$ cat config.mk
export PLATFORM = sky130hd
export DESIGN_NAME = pod_distribution
export DESIGN_NICKNAME = d
export VERILOG_FILES = /design/src/logic/pod_pkg.sv /design/src/logic/pod_channel_divider.sv /design/src/logic/pod_distribution.sv
export VERILOG_INCLUDE_DIRS = /design/src /design/src/logic
export SDC_FILE = /design/constraint.sdc
export NUM_CORES = 1
export LEC_CHECK = 0
export BUFFER_PORTS_ARGS = -buffer_cell sky130_fd_sc_hd__buf_2
export CAP_MARGIN = 20
export CORE_ASPECT_RATIO = 1.1
export CORE_MARGIN = 1.5
export CORE_UTILIZATION = 30
export DETAILED_ROUTE_END_ITERATION = 8
export PLACE_DENSITY = 0.51
export RECOVER_POWER = 100
export SYNTH_ARGS = -nofsm -noshare
export SYNTH_HDL_FRONTEND = slang
export SYNTH_SLANG_ARGS = --single-unit
$ cat constraint.sdc
create_clock -name core_clk -period 10.54 [get_ports core_clk]
set_clock_uncertainty 0.15 [all_clocks]
set_input_delay 1.581 -clock core_clk [delete_from_list [all_inputs] [get_ports core_clk]]
set_output_delay 1.581 -clock core_clk [all_outputs]
set_load 0.01 [all_outputs]
$ cat src/logic/pod_consts.svh
`ifndef POD_CONSTS_SVH
`define POD_CONSTS_SVH

// Register offsets
`define POD_UPDATE_ADDR    16'h0005
`define POD_CONTROL_ADDR   16'h0200
`define POD_STATUS_ADDR    16'h0201
`define POD_DIVIDER_BASE   16'h0210
`define POD_DRIVER_BASE    16'h0220

// Field positions
`define POD_UPDATE_BIT     0
`define POD_CAL_BIT        1
`define POD_SYNC_BIT       2
`define POD_PD_BIT         5

// Reset values
`define POD_CONTROL_RST    8'h00
`define POD_DIVIDER_RST    8'h00
`define POD_DRIVER_RST     6'h00

// Sizes
`define POD_GROUPS         4
`define POD_DRIVERS        12

`endif

$ cat src/logic/pod_pkg.sv
package pod_pkg;

  typedef enum logic [2:0] {
    MODE_OFF      = 3'h0,
    MODE_HSTL     = 3'h1,
    MODE_CMOS_PN  = 3'h4,
    MODE_CMOS_P   = 3'h5,
    MODE_CMOS_N   = 3'h6
  } pod_mode_type;

  typedef struct packed {
    logic       powerDown;
    logic [1:0] polarity;
    logic [2:0] mode;
  } pod_driver_type;

  typedef struct packed {
    logic        wrEn;
    logic [15:0] addr;
    logic [7:0]  wrData;
  } pod_write_type;

  typedef enum {
    SYNC_RUN,
    SYNC_HOLD,
    SYNC_WAIT
  } pod_sync_type;

endpackage : pod_pkg

$ cat src/logic/pod_channel_divider.sv
`timescale 1ns/100ps
`include "pod_consts.svh"
module pod_channel_divider #(
  parameter int WIDTH = 8
) (
  input  wire logic             core_clk,
  input  wire logic             rst_n,
  input  wire logic             hold,
  input  wire logic             tick,
  input  wire logic [WIDTH-1:0] ratio,
  output logic                  divOut
);

  logic [WIDTH-1:0] count;
  logic [WIDTH-1:0] next_count;
  logic [WIDTH:0]   half;

  // Counts 0..ratio, so the period is ratio+1 ticks
  assign next_count = (count >= ratio) ? '0 : count + 1'b1;
  // Odd periods round the high time up; tick granularity limits accuracy
  assign half = ({1'b0, ratio} + (WIDTH+1)'(2)) >> 1;

  always_ff @(posedge core_clk) begin
    if (!rst_n || hold) begin
      count <= '0;
    end else if (tick) begin
      count <= next_count;
    end
  end

  always_ff @(posedge core_clk) begin
    if (!rst_n || hold) begin
      divOut <= 1'b0;
    end else if (ratio == '0) begin
      divOut <= tick;
    end else if (tick) begin
      divOut <= ({1'b0, next_count} < half);
    end
  end

endmodule : pod_channel_divider

$ cat src/logic/pod_distribution.sv
`timescale 1ns/100ps
`include "pod_consts.svh"
module pod_distribution
  import pod_pkg::*;
#(
  parameter int DRIVERS = `POD_DRIVERS,
  parameter int GROUPS  = `POD_GROUPS
) (
  input  wire logic                core_clk,
  input  wire logic                rst_n,
  input  wire pod_write_type       regWrite,
  input  wire logic [15:0]         rdAddr,
  input  wire logic                vcoPostDividerTick,
  input  wire logic                loopLocked,
  input  wire logic                calDone,
  output logic [7:0]               rdData,
  output logic [DRIVERS-1:0]       outputPositivePin,
  output logic [DRIVERS-1:0]       outputNegativePin,
  output logic [GROUPS-1:0]        groupDividerDown,
  output logic                     manualCalibrate
);

  ////////////////////////////////////////////////////////////////////////
  // Register file: shadow copies written by software, active copies used

  logic [7:0]     shadowControl;
  logic [7:0]     activeControl;
  logic [7:0]     shadowDivider [GROUPS];
  logic [7:0]     activeDivider [GROUPS];
  pod_driver_type shadowDriver  [DRIVERS];
  pod_driver_type activeDriver  [DRIVERS];
  logic           updatePulse;
  logic           syncPending;
  logic           holdDividers;
  pod_sync_type   syncState;

  // Group of each driver: A 0-1, B 2-4, C 5-7, D 8-11
  function automatic logic [1:0] groupOf(input int idx);
    if (idx < 2) begin
      return 2'h0;
    end else if (idx < 5) begin
      return 2'h1;
    end else if (idx < 8) begin
      return 2'h2;
    end else begin
      return 2'h3;
    end
  endfunction : groupOf

  // Self-clearing strobe: one pulse per write of a one
  always_ff @(posedge core_clk) begin
    if (!rst_n) begin
      updatePulse <= 1'b0;
    end else begin
      updatePulse <= regWrite.wrEn && regWrite.addr == `POD_UPDATE_ADDR
                     && regWrite.wrData[`POD_UPDATE_BIT];
    end
  end

  always_ff @(posedge core_clk) begin
    if (!rst_n) begin
      shadowControl <= `POD_CONTROL_RST;
    end else if (regWrite.wrEn && regWrite.addr == `POD_CONTROL_ADDR) begin
      shadowControl <= regWrite.wrData;
    end
  end

  always_ff @(posedge core_clk) begin
    if (!rst_n) begin
      activeControl <= `POD_CONTROL_RST;
    end else if (updatePulse) begin
      activeControl <= shadowControl;
    end
  end

  for (genvar g = 0; g < GROUPS; g++) begin : gDivReg
    always_ff @(posedge core_clk) begin
      if (!rst_n) begin
        shadowDivider[g] <= `POD_DIVIDER_RST;
      end else if (regWrite.wrEn
                   && regWrite.addr == `POD_DIVIDER_BASE + 16'(g)) begin
        shadowDivider[g] <= regWrite.wrData;
      end
    end
    always_ff @(posedge core_clk) begin
      if (!rst_n) begin
        activeDivider[g] <= `POD_DIVIDER_RST;
      end else if (updatePulse) begin
        activeDivider[g] <= shadowDivider[g];
      end
    end
  end

  for (genvar d = 0; d < DRIVERS; d++) begin : gDrvReg
    always_ff @(posedge core_clk) begin
      if (!rst_n) begin
        shadowDriver[d] <= `POD_DRIVER_RST;
      end else if (regWrite.wrEn
                   && regWrite.addr == `POD_DRIVER_BASE + 16'(d)) begin
        shadowDriver[d] <= regWrite.wrData[5:0];
      end
    end
    always_ff @(posedge core_clk) begin
      if (!rst_n) begin
        activeDriver[d] <= `POD_DRIVER_RST;
      end else if (updatePulse) begin
        activeDriver[d] <= shadowDriver[d];
      end
    end
  end

  // Registered read port; unmapped addresses read zero
  always_ff @(posedge core_clk) begin
    if (!rst_n) begin
      rdData <= 8'h00;
    end else if (rdAddr == `POD_UPDATE_ADDR) begin
      rdData <= {7'h00, updatePulse};
    end else if (rdAddr == `POD_CONTROL_ADDR) begin
      rdData <= shadowControl;
    end else if (rdAddr == `POD_STATUS_ADDR) begin
      rdData <= {4'h0, holdDividers, syncPending, calDone, loopLocked};
    end else if (rdAddr >= `POD_DIVIDER_BASE
                 && rdAddr < `POD_DIVIDER_BASE + 16'(GROUPS)) begin
      rdData <= shadowDivider[2'(rdAddr - `POD_DIVIDER_BASE)];
    end else if (rdAddr >= `POD_DRIVER_BASE
                 && rdAddr < `POD_DRIVER_BASE + 16'(DRIVERS)) begin
      rdData <= {2'h0, shadowDriver[4'(rdAddr - `POD_DRIVER_BASE)]};
    end else begin
      rdData <= 8'h00;
    end
  end

  always_ff @(posedge core_clk) begin
    if (!rst_n) begin
      manualCalibrate <= 1'b0;
    end else begin
      manualCalibrate <= activeControl[`POD_CAL_BIT];
    end
  end

  ////////////////////////////////////////////////////////////////////////
  // Sync: pulse high holds dividers; release on fall once qualified

  logic syncLevel;
  logic qualified;
  assign syncLevel = activeControl[`POD_SYNC_BIT];
  assign qualified = loopLocked && calDone;

  always_ff @(posedge core_clk) begin
    if (!rst_n) begin
      syncState <= SYNC_RUN;
    end else begin
      case (syncState)
        SYNC_RUN: begin
          if (syncLevel) begin
            syncState <= SYNC_HOLD;
          end
        end
        SYNC_HOLD: begin
          if (!syncLevel && qualified) begin
            syncState <= SYNC_RUN;
          end else if (!syncLevel) begin
            syncState <= SYNC_WAIT;
          end
        end
        SYNC_WAIT: begin
          if (syncLevel) begin
            syncState <= SYNC_HOLD;
          end else if (qualified) begin
            syncState <= SYNC_RUN;
          end
        end
        default: syncState <= SYNC_RUN;
      endcase
    end
  end

  // Hold and pending flags derived as next-state so release is immediate
  always_ff @(posedge core_clk) begin
    if (!rst_n) begin
      holdDividers <= 1'b0;
      syncPending  <= 1'b0;
    end else begin
      holdDividers <= syncLevel || (syncState != SYNC_RUN && !qualified)
                      || (syncState == SYNC_WAIT && !qualified);
      syncPending  <= !syncLevel && syncState != SYNC_RUN && !qualified;
    end
  end

  ////////////////////////////////////////////////////////////////////////
  // Channel dividers and drivers

  logic [DRIVERS-1:0] driverOn;
  logic [GROUPS-1:0]  groupAnyOn;
  logic [GROUPS-1:0]  divClk;

  for (genvar d = 0; d < DRIVERS; d++) begin : gDrvOn
    // Undefined mode codes leave the driver off as a safe choice
    assign driverOn[d] = !activeDriver[d].powerDown
      && (activeDriver[d].mode == MODE_HSTL
          || activeDriver[d].mode == MODE_CMOS_PN
          || activeDriver[d].mode == MODE_CMOS_P
          || activeDriver[d].mode == MODE_CMOS_N);
  end

  for (genvar g = 0; g < GROUPS; g++) begin : gGroup
    logic [DRIVERS-1:0] member;
    for (genvar d = 0; d < DRIVERS; d++) begin : gMember
      assign member[d] = (groupOf(d) == 2'(g)) && driverOn[d];
    end
    assign groupAnyOn[g] = |member;

    always_ff @(posedge core_clk) begin
      if (!rst_n) begin
        groupDividerDown[g] <= 1'b1;
      end else begin
        groupDividerDown[g] <= !groupAnyOn[g];
      end
    end

    // One shared hold releases the dividers of all groups with a driver on on the same edge
    pod_channel_divider #(.WIDTH(8)) uDiv (
      .core_clk (core_clk),
      .rst_n    (rst_n),
      .hold     (holdDividers || !groupAnyOn[g]),
      .tick     (vcoPostDividerTick && !holdDividers),
      .ratio    (activeDivider[g]),
      .divOut   (divClk[g])
    );
  end

  for (genvar d = 0; d < DRIVERS; d++) begin : gDrvOut
    logic clkIn;
    logic invP;
    logic invN;
    assign clkIn = divClk[groupOf(d)];
    assign invP  = activeDriver[d].polarity[1];
    // In MODE_CMOS_PN and MODE_CMOS_N the negative pin inverts when the low polarity bit is clear
    assign invN  = ~activeDriver[d].polarity[0];

    always_ff @(posedge core_clk) begin
      if (!rst_n || !driverOn[d]) begin
        outputPositivePin[d] <= 1'b0;
        outputNegativePin[d] <= 1'b0;
      end else begin
        case (activeDriver[d].mode)
          MODE_HSTL: begin
            outputPositivePin[d] <= clkIn;
            outputNegativePin[d] <= ~clkIn;
          end
          MODE_CMOS_PN: begin
            outputPositivePin[d] <= clkIn ^ invP;
            outputNegativePin[d] <= clkIn ^ invN;
          end
          MODE_CMOS_P: begin
            outputPositivePin[d] <= clkIn ^ invP;
            outputNegativePin[d] <= 1'b0;
          end
          MODE_CMOS_N: begin
            outputPositivePin[d] <= 1'b0;
            outputNegativePin[d] <= clkIn ^ invN;
          end
          default: begin
            outputPositivePin[d] <= 1'b0;
            outputNegativePin[d] <= 1'b0;
          end
        endcase
      end
    end
  end

endmodule : pod_distribution

==> reports/metrics.yaml, run 1 <==
logic_synthesis:
  yosysTopAreaCell: "edfxtp_1"
  synthTopCellsByArea: "edfxtp_1, dfxtp_1, ha_1"
  yosysSeqAreaShare: 0.5296
  ys_seq_elements: 296
  syn_area_per_cell_um2: 10.81
  synth_cell_types: 67
  synth_area_um2: 15120
  synthesis.nets: 1513
  synth-edff-count: 208
  synth_top_area_frac: 0.4131
  ys_warn_count: 0
  async_flop_share: 0
  synth_ff_type: "edfxtp_1"
  synthCells: 1399
sta:
  maxSlewHeadroom: -0.5637
  tightestPinTransition_ns: 2.345
  whs_ns: 0.2967
  timing.final.hold_violations: 0
  setup_violations: 0
  slew_viol_final: 70
  tns_ns: 0
  finalCritPeriodShare: 0.4931
  fin_crit_ns: 5.197
  rsz0062_at_grt: "false"
  fmax_ghz: 0.1924
route:
  vias_per_cell: 4.963
  wl_per_cell_um: 18.33
  route.detailed.drc: 0
  drt-initial-drc-count: 747
  routed_wirelength_mm: 39.39
  via_count: 10670
  drtAntennaViolNets: 0
  drt_pass1_iterations: 5
placed_design:
  gp_congestion: 0.8422
  placed_cell_area_um2: 16170
  dp.cells: 2083
  io_buffers: 82
  dp.final_hpwl_mm: 28.26
critical_path:
  rrSetupSlack_ns: 6.98
  cp.arrival_ns: 5.30
  worstPathRequired_ns: 10.64
  path_max_fanout: 75
  crit_top_cell: "clkbuf_1"
  slowest_delay_ns: 1.63
  worstSetupPathType: "primary input to flop"
  timing.rr.start: "activeDivider[2][3]"
  end_kind: "flop"
  start_kind: "primary input"
  critPathSlowestCell: "clkbuf_1"
  rr_endpoint: "gGroup[2].uDiv.divOut"
  crit_chain: "clkbuf_1 > nand2b_1 > clkbuf_1 > buf_16"
  crit_family: "buffers and inverters"
  cp_num_buf_inv: 3
  r2r_cells: 12
cts:
  cts.htree.levels: 2
  clkTransAtPathRegs_ns: 0.06
  cts_sinks: 296
  clk_latency_ns: 0.55
  cts-resized-gates: 0
  root_buffer: "clkbuf_16"
  clock_path_buffers: 3
  postCtsHoldBufs: 0
  cts_setup_buffers: 0
  tritoncts: "done"
  cts_made_buffers: 35
status:
  violations: "max-capacitance violations, max-slew violations"
  status: "complete, but fails checks"
floorplan:
  rows: 86
  die-area_um2: 51760
  chipWidth_um: 217.1
  dieHeight_um: 238.5
  ioPinCount: 83
  core_region_area_um2: 49930
  start_util: 0.3028
global_routing:
  gr-total-overflow: 0
  antenna_found_initial: 0
  grt_max_degree: 109
  grt_pass1_wl_mm: 61.04
  grt_pass1_vias: 10660
  grt_usage: 0.1528
layout:
  fin_cells: 2149
  area_growth_pct: 13.87
  stdcell_area_um2: 17220
  nets: 1576
  fillers: 5034
  drive_gt1_frac: 0.08865
  n_antenna_cell: 0
power_and_ir_drop:
  ir_worst_vdd_uv: 94.07
  p_leak_uw: 0.006688
  powerDensity_nw_per_um2: 152.4
hold_path:
  min_path_type: "flop to flop"
  min_delay_worst_endpoint: "syncState[0]"
  worstHoldStart: "syncState[1]"
  hold_path_depth: 1
run:
  cap_violations: 2
-- cell families (layout without fill, tap and decap cells) --
family | after synthesis | count (layout) | synth area share
adder cells (fa/ha/maj) | 68 | 68 | 0.05627
XOR/XNOR | 44 | 44 | 0.02549
AND/OR/NAND/NOR | 604 | 604 | 0.2147
multiplexers | 58 | 58 | 0.05520
buffers and inverters | 127 | 217 | 0.03236
flip-flops | 296 | 296 | 0.5296
AO/OA/AOI/OAI | 202 | 202 | 0.08640
-- state kept, by name, summed over array words and instances, names as in the netlist --
name / flops
activeDivider: 32
groupDividerDown: 4
syncState: 2
manualCalibrate: 1
shadowDriver: 72
outputPositivePin: 12
syncPending: 1
gGroup.uDiv.divOut: 4
outputNegativePin: 12
activeControl: 2
gGroup.uDiv.count: 32
activeDriver: 72
shadowDivider: 32
updatePulse: 1
holdDividers: 1
shadowControl: 8
rdData: 8
-- stage by stage --
step | util | power [uW] | worst slack (ns)
floorplan | - | 1422 | 5.417
global placement | 0.3238 | 1490 | 6.179
detailed placement | 0.3238 | 1493 | 6.081
CTS | 0.3456 | 2660 | 6.665
global route | 0.3448 | 2716 | 5.039
finish | 0.3448 | 2624 | 5.343
-- layout make-up --
type	count	area, um2	area share
repair buffers	89	427.9	0.02485
flip-flops and latches	296	8009	0.4652
well taps	660	825.8	0.04797
inverters	64	240.2	0.01395
clock inverters	16	121.4	0.007049
clock buffers	48	965.9	0.05610
multi-input cells	976	6626	0.3849
-- layer usage --
layer  GRT usage  part of all wire  up-vias
li1            -                 -     5213
met3     0.02129             0.045       76
met1      0.1987              0.45     5127
met5           0                 0        -
met2      0.2541              0.47      249
met4     0.06439             0.034        0
-- cell usage after synthesis, drive strengths merged, types with 17 or more instances --
master / instances
nand2b: 19
inv: 63
xnor2: 38
and3: 118
ha: 68
nor4: 18
mux4: 20
edfxtp: 208
a21oi: 59
mux2i: 35
nor3: 22
nor2: 131
nand3: 32
and2: 106
clkbuf: 53
nor2b: 17
nand2: 86
dfxtp: 88
o21ai: 58
-- power by group --
| part | total [uW] | leakage (uW) | internal [uW] | switching [uW] |
|---|---|---|---|---|
| Clock | 1160 | 0.000525 | 670 | 486 |
| Combinational | 154 | 0.00335 | 54.1 | 100 |
| Sequential | 1310 | 0.00282 | 1280 | 34.7 |
-- cells in the final DEF (no fill, tap or decap), types with 6 or more instances in the layout --
| master | n |
|---|---|
| edfxtp_1 | 208 |
| nor2_1 | 131 |
| and3_1 | 118 |
| dfxtp_1 | 87 |
| nand2_1 | 86 |
| ha_1 | 68 |
| inv_1 | 63 |
| a21oi_1 | 59 |
| o21ai_0 | 58 |
| and2_0 | 58 |
| clkbuf_1 | 50 |
| and2_1 | 48 |
| buf_2 | 44 |
| xnor2_1 | 38 |
| clkbuf_16 | 36 |
| mux2i_1 | 35 |
| nand3_1 | 32 |
| nor3_1 | 22 |
| mux4_2 | 20 |
| nand2b_1 | 19 |
| nor4_1 | 18 |
| nor2b_1 | 17 |
| nand4_1 | 13 |
| nand3b_1 | 12 |
| a22oi_1 | 12 |
| o22a_1 | 10 |
| a21o_1 | 9 |
| clkinv_1 | 7 |
| xor2_1 | 6 |
| o2111ai_1 | 6 |
-- worst max path at each step --
stage / startpoint / endpoint / slack (ns) / cells after the start
floorplan: rst_n / activeDivider[0][0] / 5.42 / 4
global placement: regWrite[20] / shadowDivider[3][6] / 6.18 / 6
detailed placement: regWrite[20] / shadowDivider[1][1] / 6.08 / 6
CTS: regWrite[20] / shadowDivider[1][7] / 6.67 / 6
global route: rst_n / activeDriver[2][11] / 5.04 / 4
finish: rst_n / activeDriver[2][9] / 5.34 / 4
Power figures use the tool's default switching activity.
==> inputs of run 2 (changes only) <==
ABC_AREA = 1   (was default)
clock period = 5.2 ns   (was 10.54 ns; I/O delays follow)
==> run 2 against run 1 <==
Net effect:
- combinational power rose to 2.7 times the previous value
- sequential cell count unchanged
- critical path type unchanged
- largest power group unchanged
- the run still ends with max-capacitance violations, max-slew violations left
- area after synthesis shrank 0.70%
- final cell count rose by 16%
- critical path depth increased by 8
- first-iteration DRC count rose by 14%
==> reports/metrics.yaml, run 2 <==
status:
  status: "complete, but fails checks"
  violations: "max-capacitance violations, max-slew violations"
critical_path:
  cp.arrival_ns: 3.98
  worstPathRequired_ns: 5.46
  worstSetupPathType: "primary input to flop"
  slowest_delay_ns: 1.40
  crit_top_cell: "nand2_1"
  crit_chain: "clkbuf_1 > inv_2 > nor2_1 > inv_1 > o221ai_1 > a21oi_1 > nand3_1 > nand2_1 > nand2_1 > nand2_1 > nand2_1 > nand2_1"
  end_kind: "flop"
  path_max_fanout: 52
  start_kind: "primary input"
  critPathSlowestCell: "clkbuf_1"
placed_design:
  place_ws_ns: 1.801
  io_buffers: 82
  dp.final_hpwl_mm: 31.23
  placed_cell_area_um2: 16080
  gp_congestion: 0.8959
floorplan:
  start_util: 0.3056
  core_region_area_um2: 49130
  die-area_um2: 51400
  rows: 85
  dieHeight_um: 237.6
  ioPinCount: 83
  chipWidth_um: 216.3
power_and_ir_drop:
  powerDensity_nw_per_um2: 326.0
  ir_worst_vdd_uv: 181.2
  p_leak_uw: 0.007445
sta:
  finalCritPeriodShare: 0.7157
  layout_setup_ws_ns: 1.479
  setup_violations: 0
  rsz0062_at_grt: "false"
  fin_crit_ns: 3.721
  fmax_ghz: 0.2687
  tightestPinTransition_ns: 2.361
  slew_viol_final: 160
  tns_ns: 0
  timing.final.hold_violations: 0
  maxSlewHeadroom: -0.5780
cts:
  clkTransAtPathRegs_ns: 0.06
  cts_sinks: 296
  cts.htree.levels: 2
  cts-resized-gates: 0
  cts_made_buffers: 35
  postCtsHoldBufs: 0
  clk_latency_ns: 0.52
  cts_setup_buffers: 0
  clock_path_buffers: 3
  tritoncts: "done"
  root_buffer: "clkbuf_16"
route:
  via_count: 11760
  wl_per_cell_um: 16.78
  vias_per_cell: 4.706
  routed_wirelength_mm: 41.96
  drtAntennaViolNets: 0
  drt-initial-drc-count: 851
  route.detailed.drc: 0
  drt_pass1_iterations: 5
global_routing:
  gr-total-overflow: 0
  grt_busiest_layer: "met2"
  globalRouteMet3Util: 0.03007
  grt_pass1_wl_mm: 64.45
  grt_pass1_vias: 11520
  met2_usage: 0.2737
  grt_usage: 0.1625
  grt_max_degree: 75
  met1_usage: 0.2083
  antenna_found_initial: 0
logic_synthesis:
  synth_ff_type: "edfxtp_1"
  synth_area_um2: 15010
  yosysSeqAreaShare: 0.5334
  synthCells: 1742
  yosysMostFrequentCell: "nor2_1"
  syn_area_per_cell_um2: 8.618
  synth_cell_types: 41
  yosys-top-cells-count: "nor2_1, inv_1, nand2_1"
  synth-edff-count: 208
  synthesis.nets: 1856
  ys_seq_elements: 296
  ys_warn_count: 0
  async_flop_share: 0
  synth_top_area_frac: 0.4160
  yosysTopAreaCell: "edfxtp_1"
  synthTopCellsByArea: "edfxtp_1, dfxtp_1, nor2_1"
layout:
  final_common_cell: "nor2_1"
  top_regs: "activeDriver (72), shadowDriver (72)"
  area_growth_pct: 14.31
  stdcell_area_um2: 17160
  layout_common_cells: "nor2_1, inv_1, nand2_1"
  nets: 1936
  n_antenna_cell: 0
  drive_gt1_frac: 0.06981
run:
  cap_violations: 3
hold_path:
  min_path_type: "flop to flop"
[run 2: area by class of cell]
class	instances	area, um2
well taps	652	815.8
flip-flops and latches	296	8008
fillers	5164	31970
inverters	297	1115
multi-input cells	1101	5647
clock inverters	9	121.4
clock buffers	54	1050
repair buffers	91	405.4
[run 2: critical path: cells and delay by family]
family / cells / cell delay [ns]
AND/OR/NAND/NOR: 7 / 0.81
buffers and inverters: 3 / 1.96
AO/OA/AOI/OAI: 2 / 0.41
[run 2: layer usage]
layer	share of wire	up-vias
met5	0	-
met4	0.029	0
met3	0.056	73
met2	0.48	324
met1	0.44	5490
li1	-	5877
[run 2: where the power goes]
part | leakage (uW) | switching (uW) | total [uW] | internal [uW]
sequential | 0.00282 | 66.5 | 2660 | 2600
combinational | 0.00406 | 298 | 423 | 125
clock | 0.000572 | 970 | 2510 | 1540
[run 2: worst paths after layout]
kind | end | start | slack (ns) | cells after the start
worst min-delay path | shadowControl[7] | shadowControl[7] | 0.30 | 2
worst max-delay path | rdData[0] | rdAddr[0] | 1.48 | 12
worst min register to register | shadowControl[7] | shadowControl[7] | 0.30 | 2
worst max register to register | activeDriver[1][4] | updatePulse | 2.06 | 2
[run 2: kinds of logic after synthesis]
kind of cell    after synthesis  synth area share
compound gates              270           0.09843
xor+xnor                     24           0.01400
buf+inv                     345           0.08801
flops                       296            0.5334
fa+ha+maj                    68           0.05667
simple gates                739            0.2095
[run 2: through the flow]
step,hold slack (ns),total power (uW),std cells,util
global placement,0.2823,3135,2433,0.3273
detailed placement,0.2827,3141,2433,0.3273
finish,0.3000,5595,2500,0.3493
global route,0.3191,5800,2500,0.3493
floorplan,0.2571,2970,1742,-
CTS,0.2989,5647,2496,0.3512
==> inputs of run 3 (changes only) <==
clock period = 3.6 ns   (was 5.2 ns; I/O delays follow)
==> run 3 against run 2 <==
Net effect:
- utilization barely moved
- global-route usage shrank 0.29 points
- highest routed layer unchanged
- first-iteration DRC count is 3.4% higher
- the flow still finishes with violations (max-capacitance violations, max-slew violations)
- critical path depth down 8
- register-to-register slack got worse by 1.2 ns
- via count fell by 0.15%
- largest cell class unchanged
- combinational power increased by 46%
- critical path type unchanged
- non-clock buffer count increased by 4
==> reports/metrics.yaml, run 3 (synthesis gave the netlist of run 2 again) <==
cts:
  tritoncts: "done"
  cts_setup_buffers: 0
  cts_sinks: 296
  clk_latency_ns: 0.52
  clock_path_buffers: 3
  cts_made_buffers: 35
  cts-resized-gates: 0
  clkTransAtPathRegs_ns: 0.06
  root_buffer: "clkbuf_16"
  postCtsHoldBufs: 0
  cts.htree.levels: 2
layout:
  layout_common_cells: "nor2_1, inv_1, nand2_1"
  top_regs: "activeDriver (72), shadowDriver (72)"
  final_common_cell: "nor2_1"
  nets: 1940
  drive_gt1_frac: 0.07189
  area_growth_pct: 14.32
  n_antenna_cell: 0
floorplan:
  ioPinCount: 83
  die-area_um2: 51400
  start_util: 0.3056
  chipWidth_um: 216.3
  rows: 85
  dieHeight_um: 237.6
  core_region_area_um2: 49130
placed_design:
  dp.final_hpwl_mm: 30.42
  gp_congestion: 0.8880
  io_buffers: 82
  place_ws_ns: 0.7308
run:
  cap_violations: 1
route:
  route.detailed.drc: 0
  drtAntennaViolNets: 0
  vias_per_cell: 4.695
  via_count: 11750
  drt-initial-drc-count: 880
  drt_pass1_iterations: 8
  routed_wirelength_mm: 41.14
  wl_per_cell_um: 16.44
sta:
  rsz0062_at_grt: "false"
  tightestPinTransition_ns: 1.684
  maxSlewHeadroom: -0.1226
  finalCritPeriodShare: 0.8285
  tns_ns: 0
  setup_violations: 0
  layout_setup_ws_ns: 0.6172
  slew_viol_final: 21
  fmax_ghz: 0.3353
  timing.final.hold_violations: 0
  whs_ns: 0.07680
  fin_crit_ns: 2.983
power_and_ir_drop:
  powerDensity_nw_per_um2: 467.0
  ir_worst_vdd_uv: 287.4
  power.total_uw: 8016
  p_leak_uw: 0.007463
critical_path:
  start_kind: "primary input"
  worstSetupPathType: "primary input to flop"
  end_kind: "flop"
  worstPathRequired_ns: 3.60
  path_max_fanout: 32
  cp.arrival_ns: 2.98
global_routing:
  grt_pass1_wl_mm: 63.37
  grt_pass1_vias: 11450
  grt_max_degree: 56
  gr-total-overflow: 0
  antenna_found_initial: 2
  grt_usage: 0.1596
hold_path:
  min_path_type: "primary input to flop"
status:
  violations: "max-capacitance violations, max-slew violations"
  status: "complete, but fails checks"
run 3: layer usage:
| metal | track usage | wire length [um] |
|---|---|---|
| met5 | 0 | 0 |
| met4 | 0.05724 | 1155 |
| met3 | 0.02290 | 1977 |
| met2 | 0.2710 | 19820 |
| met1 | 0.2064 | 18180 |
run 3: area by class of cell:
class	instances	area, um2
fillers	5102	31970
flip-flops and latches	296	8008
multi-input cells	1101	5644
inverters	297	1115
clock buffers	41	908.4
well taps	652	815.8
repair buffers	95	445.4
clock inverters	20	226.5
run 3: worst max-delay path, stage by stage:
cell and delay (ns):
buf_2 0.10, inv_1 0.42, or2_0 1.30, buf_4 0.57
run 3: worst paths after layout:
path / startpoint / to / slack, ns / cells past startpoint
worst max-delay path: rst_n / activeDivider[1][2] / 0.62 / 4
worst min-delay path: regWrite[13] / updatePulse / 0.08 / 2
worst max register to register: activeDivider[1][7] / gGroup[1].uDiv.divOut / 0.89 / 14
worst min register to register: activeControl[1] / manualCalibrate / 0.29 / 2
run 3: power by group:
| group | total, uW | switching [uW] | internal [uW] | leakage (uW) |
|---|---|---|---|---|
| registers | 3840 | 90.0 | 3750 | 0.00282 |
| clock network | 3560 | 1400 | 2160 | 0.000563 |
| logic | 617 | 432 | 185 | 0.00408 |
| total | 8020 | 1920 | 6100 | 0.00746 |
run 3: stage by stage:
stage / std cells / util / instance area (um2)
3_5_place_dp: 2441 / 0.3288 / 16160
6_report: 2502 / 0.3493 / 17160
2_1_floorplan: 1742 / - / 15010
4_1_cts: 2502 / 0.3519 / 17290
3_3_place_gp: 2441 / 0.3288 / 16160
5_1_grt: 2502 / 0.3493 / 17160
